## src/shared/gfx_regs_pkg.sv

```systemverilog
package gfx_regs_pkg;

  // register addresses in the i/o space
  localparam logic [15:0] SUBSYS_ADDR      = 16'h42e8;
  localparam logic [15:0] DISP_FUNC_ADDR   = 16'h4ae8;
  localparam logic [15:0] ROW_START_ADDR   = 16'h82e8;
  localparam logic [15:0] ROW_START2_ADDR  = 16'h82ea;
  localparam logic [15:0] CRTC_INDEX_ADDR  = 16'h03d4;
  localparam logic [15:0] CRTC_DATA_ADDR   = 16'h03d5;
  localparam logic [7:0]  SCRATCH_INDEX    = 8'h6c;

  // reset values
  localparam logic [15:0] STATUS_RESET     = 16'h0000;
  localparam logic [15:0] CONTROL_RESET    = 16'h0000;
  localparam logic [15:0] DISP_FUNC_RESET  = 16'h0000;
  localparam logic [7:0]  SCRATCH_RESET    = 8'h00;

  // field positions
  localparam int FLAG_VSYNC      = 0;
  localparam int FLAG_BUSY       = 1;
  localparam int FLAG_OVERFLOW   = 2;
  localparam int FLAG_EMPTY      = 3;
  localparam int NUM_FLAGS       = 4;
  localparam int CLEAR_LSB       = 0;
  localparam int ENABLE_LSB      = 8;
  localparam int ENG_RST_LSB     = 14;
  localparam int PLANE_DEPTH_BIT = 7;
  localparam int ENH_SELECT_BIT  = 0;
  localparam int ENH_PIXEL_BIT   = 2;
  localparam int LINEAR_BIT      = 4;
  localparam int MMIO_BIT        = 5;
  localparam int ROW_WIDTH       = 12;
  localparam logic [15:0] DISP_FUNC_MASK = 16'h0035;

  typedef enum logic [1:0] {
    ENG_NO_CHANGE = 2'b00,
    ENG_ENABLE    = 2'b01,
    ENG_RESET     = 2'b10,
    ENG_RESERVED  = 2'b11
  } eng_rst_code_t;

  // one i/o access from the host
  typedef struct packed {
    logic        rd;
    logic        wr;
    logic [15:0] addr;
    logic [15:0] wdata;
  } io_req_t;

  // sources raising the four events
  typedef struct packed {
    logic empty;
    logic overflow;
    logic busy;
    logic vsync;
  } irq_events_t;

endpackage

```

## src/design/scratch_store.sv

```systemverilog
`timescale 1ns/10ps
module scratch_store
  import gfx_regs_pkg::*;
#(
  parameter int WIDTH = 8
) (
  input  wire logic             clk_in,   // clock
  input  wire logic             rstn_in,  // synced reset, active low
  input  wire logic             we_in,    // write strobe
  input  wire logic [WIDTH-1:0] wdata_in, // write data
  output logic      [WIDTH-1:0] rdata_out // registered contents
);

  // width the reset constant cannot serve
  if (WIDTH < 1 || WIDTH > 8) begin : g_bad_width
    $error("scratch_store: WIDTH must be 1..8");
  end

  // firmware storage only, no hardware effect
  always_ff @(posedge clk_in or negedge rstn_in) begin
    if (!rstn_in) begin
      rdata_out <= SCRATCH_RESET[WIDTH-1:0];
    end else if (we_in) begin
      rdata_out <= wdata_in;
    end
  end

endmodule

```

## src/design/graphics_engine_control_regs.sv

```systemverilog
`timescale 1ns/10ps
// Summary of operation
// enhanced register set reachable only while system configuration bit 0 set
// reserved bits written as zero; reads return zero here
// status word flags vsync, busy, overflow, empty at bits 0-3; reset zero
// status bit 7 reports plane depth: 0 four-bit, 1 eight-bit
// shared address: read gives status, write updates control word
// control bits 0-3 written one clear matching status flags
// control bits 8-11 enable the four interrupts
// engine reset field: 00 hold, 01 enable, 10 reset, 11 reserved
// display function bit 0 selects enhanced non-planar modes
// display function bit 2 selects four-bit enhanced pixel length
// linear addressing is display bit 4 OR linear window control bit 4
// memory mapped access is display bit 5 OR memory control bit 4
// display function control read/write, zero after reset
// first row register sets 12-bit start row; read returns current row
// first row also gives blit corner row and first polygon edge row
// second row register holds second edge start row; read current row
// indexed 8-bit scratch byte, reset zero, no hardware effect
// interrupt output high while any flag set with its enable
// reset code holds engine and queue in reset until enable code
module graphics_engine_control_regs
  import gfx_regs_pkg::*;
(
  input  wire logic        clk_in,            // 10 MHz clock
  input  wire logic        rstn_in,           // async reset, active low
  input  wire io_req_t     io_req_in,         // host i/o access
  output logic      [15:0] io_rdata_out,      // read data, registered
  input  wire logic        sys_config_in,     // system configuration bit 0
  input  wire logic        ext_sys_depth_in,  // extended system control pixel field is 00b
  input  wire logic        plane_8bit_in,     // bit-plane count is eight
  input  wire logic        linear_ctl_in,     // linear window control bit 4
  input  wire logic        mem_ctl_in,        // extended memory control bit 4
  input  wire irq_events_t events_in,         // one-cycle event pulses
  input  wire logic        row_update_in,     // engine writes back current row
  input  wire logic [11:0] row_cur_in,        // engine current row
  input  wire logic        row2_update_in,    // engine writes back second-edge row
  input  wire logic [11:0] row2_cur_in,       // engine second-edge row
  output logic             irq_out,           // interrupt request, active high
  output logic             engine_rstn_out,   // engine and queue reset, active low
  output logic             enhanced_mode_out, // enhanced non-planar modes
  output logic             pixel_4bit_out,    // four-bit enhanced pixel length
  output logic             linear_window_out, // effective linear addressing
  output logic             mmio_out,          // effective memory mapped access
  output logic      [11:0] row_start_out,     // first edge start row
  output logic      [11:0] row_start2_out     // second edge start row
);

  logic        rst_meta;
  logic        rst_sync_n;
  logic [NUM_FLAGS-1:0] status_flags;
  logic [NUM_FLAGS-1:0] irq_enables;
  logic        engine_held;
  logic [15:0] disp_func;
  logic [11:0] row_start;
  logic [11:0] row_start2;
  logic [7:0]  crtc_index;
  logic [7:0]  scratch_q;
  logic [NUM_FLAGS-1:0] next_status;

  // reset release through two flops
  always_ff @(posedge clk_in or negedge rstn_in) begin
    if (!rstn_in) begin
      rst_meta   <= 1'b0;
      rst_sync_n <= 1'b0;
    end else begin
      rst_meta   <= 1'b1;
      rst_sync_n <= rst_meta;
    end
  end

  // field layout below is fixed to four sources and 12-bit rows
  if (NUM_FLAGS != 4) begin : g_bad_flags
    $error("graphics_engine_control_regs: four interrupt sources expected");
  end
  if (ROW_WIDTH != 12) begin : g_bad_row
    $error("graphics_engine_control_regs: row width must be 12");
  end

  function automatic logic hit(input io_req_t r, input logic [15:0] a);
    return r.addr == a;
  endfunction

  // host load wins over engine write-back
  function automatic logic [ROW_WIDTH-1:0] pick_row(
    input logic                 host_wr,
    input logic [15:0]          host_data,
    input logic                 eng_wr,
    input logic [ROW_WIDTH-1:0] eng_row,
    input logic [ROW_WIDTH-1:0] held_row
  );
    if (host_wr) begin
      return host_data[ROW_WIDTH-1:0];
    end else if (eng_wr) begin
      return eng_row;
    end
    return held_row;
  endfunction

  // gate enhanced set
  wire enh_access  = sys_config_in;
  wire sel_ctl     = enh_access & hit(io_req_in, SUBSYS_ADDR);
  wire sel_disp    = enh_access & hit(io_req_in, DISP_FUNC_ADDR);
  wire sel_row     = enh_access & hit(io_req_in, ROW_START_ADDR);
  wire sel_row2    = enh_access & hit(io_req_in, ROW_START2_ADDR);
  // index and data ports stay open in every mode
  wire sel_index   = hit(io_req_in, CRTC_INDEX_ADDR);
  wire sel_scratch = hit(io_req_in, CRTC_DATA_ADDR) & (crtc_index == SCRATCH_INDEX);
  wire wr_ctl      = io_req_in.wr & sel_ctl;
  wire wr_disp     = io_req_in.wr & sel_disp;
  wire wr_row      = io_req_in.wr & sel_row;
  wire wr_row2     = io_req_in.wr & sel_row2;
  wire wr_index    = io_req_in.wr & sel_index;
  wire wr_scratch  = io_req_in.wr & sel_scratch;

  wire [NUM_FLAGS-1:0] event_vec = {events_in.empty, events_in.overflow, events_in.busy, events_in.vsync};
  wire [NUM_FLAGS-1:0] clear_vec = wr_ctl ? io_req_in.wdata[CLEAR_LSB +: NUM_FLAGS] : '0;
  wire eng_rst_code_t  eng_code  = eng_rst_code_t'(io_req_in.wdata[ENG_RST_LSB +: 2]);

  // clear on one, event wins over clear
  assign next_status = (status_flags & ~clear_vec) | event_vec;

  always_ff @(posedge clk_in or negedge rst_sync_n) begin
    if (!rst_sync_n) begin
      // status resets to zero
      status_flags <= STATUS_RESET[NUM_FLAGS-1:0];
      irq_enables  <= CONTROL_RESET[ENABLE_LSB +: NUM_FLAGS];
      engine_held  <= 1'b0;
    end else begin
      status_flags <= next_status;
      if (wr_ctl) begin
        // interrupt enables
        irq_enables <= io_req_in.wdata[ENABLE_LSB +: NUM_FLAGS];
        // engine reset decode
        // hold until enable code
        case (eng_code)
          ENG_ENABLE: engine_held <= 1'b0;
          ENG_RESET:  engine_held <= 1'b1;
          default:    engine_held <= engine_held;
        endcase
      end
    end
  end

  // display function control, reserved bits stay zero
  always_ff @(posedge clk_in or negedge rst_sync_n) begin
    if (!rst_sync_n) begin
      disp_func <= DISP_FUNC_RESET;
    end else if (wr_disp) begin
      disp_func <= io_req_in.wdata & DISP_FUNC_MASK;
    end
  end

  // host load or engine write-back of current row
  // same start row serves blits and first polygon edge
  // second edge row
  wire [11:0] next_row_start  = pick_row(wr_row, io_req_in.wdata, row_update_in, row_cur_in, row_start);
  wire [11:0] next_row_start2 = pick_row(wr_row2, io_req_in.wdata, row2_update_in, row2_cur_in, row_start2);

  // no reset: contents undefined until first load
  always_ff @(posedge clk_in) begin
    row_start  <= next_row_start;
    row_start2 <= next_row_start2;
  end

  always_ff @(posedge clk_in or negedge rst_sync_n) begin
    if (!rst_sync_n) begin
      crtc_index <= 8'h00;
    end else if (wr_index) begin
      crtc_index <= io_req_in.wdata[7:0];
    end
  end

  // scratch byte
  scratch_store #(
    .WIDTH(8)
  ) u_scratch (
    .clk_in   (clk_in),
    .rstn_in  (rst_sync_n),
    .we_in    (wr_scratch),
    .wdata_in (io_req_in.wdata[7:0]),
    .rdata_out(scratch_q)
  );

  // plane depth valid only for pixel field 00b
  wire plane_bit = ext_sys_depth_in & plane_8bit_in;
  // read side of shared address is status
  // reserved bits read zero
  wire [15:0] status_word = {8'h00, plane_bit, 3'b000, status_flags};

  // gated or unmapped reads fall through to zero
  wire [15:0] read_mux = sel_ctl     ? status_word :
                         sel_disp    ? disp_func :
                         sel_row     ? {4'h0, row_start} :
                         sel_row2    ? {4'h0, row_start2} :
                         sel_index   ? {8'h00, crtc_index} :
                         sel_scratch ? {8'h00, scratch_q} :
                                       16'h0000;

  always_ff @(posedge clk_in or negedge rst_sync_n) begin
    if (!rst_sync_n) begin
      io_rdata_out <= 16'h0000;
      irq_out      <= 1'b0;
    end else begin
      if (io_req_in.rd) begin
        io_rdata_out <= read_mux;
      end
      // flagged and enabled
      irq_out <= |(next_status & irq_enables);
    end
  end

  assign engine_rstn_out   = ~engine_held;
  // mode select
  assign enhanced_mode_out = disp_func[ENH_SELECT_BIT];
  // pixel length
  assign pixel_4bit_out    = disp_func[ENH_PIXEL_BIT];
  // linear OR
  assign linear_window_out = disp_func[LINEAR_BIT] | linear_ctl_in;
  // mmio OR
  assign mmio_out          = disp_func[MMIO_BIT] | mem_ctl_in;
  assign row_start_out     = row_start;
  assign row_start2_out    = row_start2;

endmodule

```

## config.mk

```make
export PLATFORM = sky130hd
export DESIGN_NAME = graphics_engine_control_regs
export DESIGN_NICKNAME = d
export VERILOG_FILES = /design/src/shared/gfx_regs_pkg.sv /design/src/design/scratch_store.sv /design/src/design/graphics_engine_control_regs.sv
export SDC_FILE = /design/constraint.sdc
export NUM_CORES = 1
export LEC_CHECK = 0
export ABC_AREA = 1
export BUFFER_PORTS_ARGS = -buffer_cell sky130_fd_sc_hd__buf_2
export CAP_MARGIN = 0
export CELL_PAD_IN_SITES_DETAIL_PLACEMENT = 1
export CELL_PAD_IN_SITES_GLOBAL_PLACEMENT = 2
export CORE_MARGIN = 1.5
export CORE_UTILIZATION = 26
export CTS_CLUSTER_SIZE = 10
export DETAILED_ROUTE_END_ITERATION = 10
export PLACE_DENSITY_LB_ADDON = 0.1
export SYNTH_ARGS = -nofsm -noshare
export SYNTH_HDL_FRONTEND = slang
export SYNTH_SLANG_ARGS = --single-unit
```

## constraint.sdc

```tcl
create_clock -name clk_in -period 1.3 [get_ports clk_in]
set_input_delay 0.39 -clock clk_in [delete_from_list [all_inputs] [get_ports clk_in]]
set_output_delay 0.39 -clock clk_in [all_outputs]
set_load 0.01 [all_outputs]
```

==> results by group <==
Outcome
  • Status: finished with violations
  • Failing checks: setup timing

Critical path
  • CP cell instances: buf_6, nor2_4, nand3_2, nor2_4, buf_6, nand3_4, buf_12, nand2_8
  • WP data arrival: 1.52 ns
  • Type of origin of the critical path: input pin
  • Data required, critical path: 1.34 ns
  • Buf/Inv on CP: 3
  • CP max FO: 7
  • Crit-path slowest cell: buf_12
  • Worst path max stage delay: 0.23 ns
  • CP Capture Type: flop
  • Critical path class: input pin to flop
  • CP top delay family: simple AND/OR/NAND/NOR gates

Finish
  • Area Growth Syn to Fin: 75.5%
  • # diodes: 0
  • Layout cells sized above 1: 56.7%
  • Util after Layout: 46.4%
  • Final #Nets: 744

Floorplan
  • DIE AREA: 14800 µm²
  • Core area: 13800 µm²
  • Row cnt: 43
  • Initial Util: 26.4%
  • Die Height: 122 µm
  • IO Pins: 117
  • Die Width: 122 µm

Timing
  • Clock Skew: 0.00528 ns
  • Final worst path period share: 114%
  • Endpoints failing setup: 86
  • Worst-margin pin slew: 0.570 ns
  • Post-route setup slack: -0.185 ns
  • Min cycle time layout: 1.48 ns
  • Slew Viols, Final: 0
  • Slew margin rel.: 62.0%
  • Final Hold Viols: 0
  • Achievable Freq: 0.674 GHz
  • Setup TNS: -9.02 ns
  • RSZ-0062 raised after global routing: yes
  • Fin Hold WS: 0.234 ns

Placement
  • Routability-driven placement congestion ratio: 0.837
  • I/O Buffers: 110
  • HPWL after DPL: 10300 µm

Routing
  • DRT antenna net count: 0
  • WL final: 14600 µm
  • Residual DRC: 0
  • Vias/cell: 4.60
  • Detailed-route via count: 3946
  • DR pass1 iterations: 4
  • Wire per inst: 17.0 µm
  • Drt initial violations: 116

Pwr
  • Switch share: 26.3%
  • Clock share of power: 41.6%
  • P_sw: 0.00141 W
  • Sequential fraction of design power: 44.0%
  • Logic pwr share: 14.3%
  • Static leakage: 3.07 nW
  • Max VDD drop: 0.000599 V
  • Internal power: 0.00393 W
  • Overall power: 0.00534 W
  • Power Dens Cells: 832 nW/µm²

CTS
  • Clk slew on worst S/H paths: 0.06 ns
  • Skew-Pair Late Insertion Delay: 0.33 ns
  • Clk buf depth: 2
  • CTS Buf Count: 9
  • CTS tree: done
  • H-tree depth: 3
  • Clk sinks: 68
  • Root buffer cell: clkbuf_16

Global routing
  • Vias in the first global route: 4190
  • Gr ovfl total: 0
  • GR Util met1: 26.6%
  • Initial antenna violation count: 0
  • First-pass GRT wire length: 22300 µm
  • Met3 Track Usage GR: 3.32%
  • Largest net degree at the start of global routing: 43
  • Met2 Usage GRT: 34.4%
  • GRT Overall Usage: 20.2%
  • GRT busiest layer: met2

Synthesis
  • Synthesized instance count: 460
  • Synth top area cells: dfrtp_1 (30%), edfxtp_1 (20%), nand2_1 (14%)
  • Synth top area share: 30.1%
  • Yosys warning count: 0
  • Mapped Avg Cell Area: 7.95 µm²
  • Distinct cells, synth: 31
  • Count of flip-flops with a built-in enable after synthesis: 24
  • Sequential share of the synthesized area: 49.8%
  • Synth Cell Area: 3660 µm²
  • Top cell type by total area after synthesis: dfrtp_1
  • Async set or reset register ratio after synthesis: 64.7%
  • Top_reg_cell synth: dfrtp_1
  • Flop and latch count out of synthesis: 68

Run
  • Max_cap viols: 0

Worst hold path
  • Hold Crit Class: flop to asynchronous set/reset pin
==> cell usage in the layout (no fill, tap or decap), drive strengths merged <==
cell type	netlist	layout
o31a	1	1
clkinvlp	0	2
buf	13	206
nand3b	1	1
nand4	11	11
clkbuf	3	9
o21ai	55	55
o211ai	4	4
inv	51	50
nor3	6	6
ha	1	1
conb	2	5
dfrtp	44	44
edfxtp	24	24
or2	2	2
clkinv	1	7
dlygate4sd3	0	1
a21oi	6	6
nand2	142	148
and2	1	1
nand3	33	34
nor2	59	59
==> per-stage QoR <==
stage,worst slack [ns],instance area (µm²),instances
floorplan,-0.268,3810,463
global placement,-0.529,4880,788
detailed placement,-0.561,4880,788
CTS,-0.194,5990,840
global route,-0.234,6420,857
finish,-0.185,6420,857
==> worst paths after layout <==
kind,end,from,slack (ns),depth (start not counted)
max,row_start2_out[4],io_req_in[29],-0.18,8
min,crtc_index[7],rst_sync_n,0.23,1
max reg2reg,io_rdata_out[4],crtc_index[7],-0.11,9
min reg2reg,crtc_index[7],rst_sync_n,0.23,1
max in group asynchronous,rst_sync_n,rstn_in,0.82,2
min in group clk_in,status_flags[2],events_in[2],0.28,3
==> what timing repair did <==
action                                 in CTS  in global routing
pin swaps                                  63                 46
gates cloned                               10                  0
setup endpoints to repair                 103                114
endpoints found under the hold margin       2                  0
hold buffers                                1                  0
resized for setup                         142                 82
setup buffers                              26                 18
==> kinds of logic after synthesis <==
group           Yosys count  synth area share (%)
buf+inv                  68                  8.25
flops                    68                  49.8
compound gates           66                  9.41
fa+ha+maj                 1                 0.342
simple gates            255                  32.0
other cells               2                 0.205
==> synthesized netlist by cell type (2+ instances only) <==
master / count
buf_4: 4
edfxtp_1: 24
o21ai_1: 43
nor2_4: 6
nand3_2: 4
conb_1: 2
inv_1: 46
a21oi_1: 6
clkbuf_1: 3
nor3_1: 5
nor2_2: 6
o211ai_1: 4
buf_2: 6
nand2_2: 5
nand2_1: 136
dfrtp_1: 44
or2_2: 2
nand3_1: 28
inv_2: 5
nor2_1: 47
nand4_1: 11
o21ai_0: 12
buf_6: 3
==> registers in the layout, indices dropped and copies added (netlist names) <==
register             flops
u_scratch.rdata_out      8
irq_out                  1
disp_func                4
rst_meta                 1
row_start_out           12
engine_held              1
status_flags             4
irq_enables              4
row_start2_out          12
io_rdata_out            12
crtc_index               8
rst_sync_n               1
==> power groups by stage <==
stage / clock network [W] / logic (W) / registers (W)
after floorplan: 0 / 0.000187 / 0.00242
final: 0.00222 / 0.000764 / 0.00235
after global routing: 0.00235 / 0.000831 / 0.00236
after global placement: 0 / 0.000537 / 0.00239
after detailed placement: 0 / 0.000550 / 0.00239
after CTS: 0.00227 / 0.000692 / 0.00235
==> layer usage <==
layer	vias up	share of wire [%]	wire [µm]
li1	1927	-	-
met1	1918	45	6580
met2	91	50	7320
met3	10	3.1	456
met4	0	1.3	196
met5	-	0	0
==> layout make-up <==
class	instances	area, µm²
inverter	52	233
clock buffer	9	225
multi-input combinational	334	2310
sequential	68	1820
timing repair buffer	207	1560
clock inverter	7	43.8
tap	180	225
fill	1617	7410
Note: power is estimated with default switching activity, not from simulation.
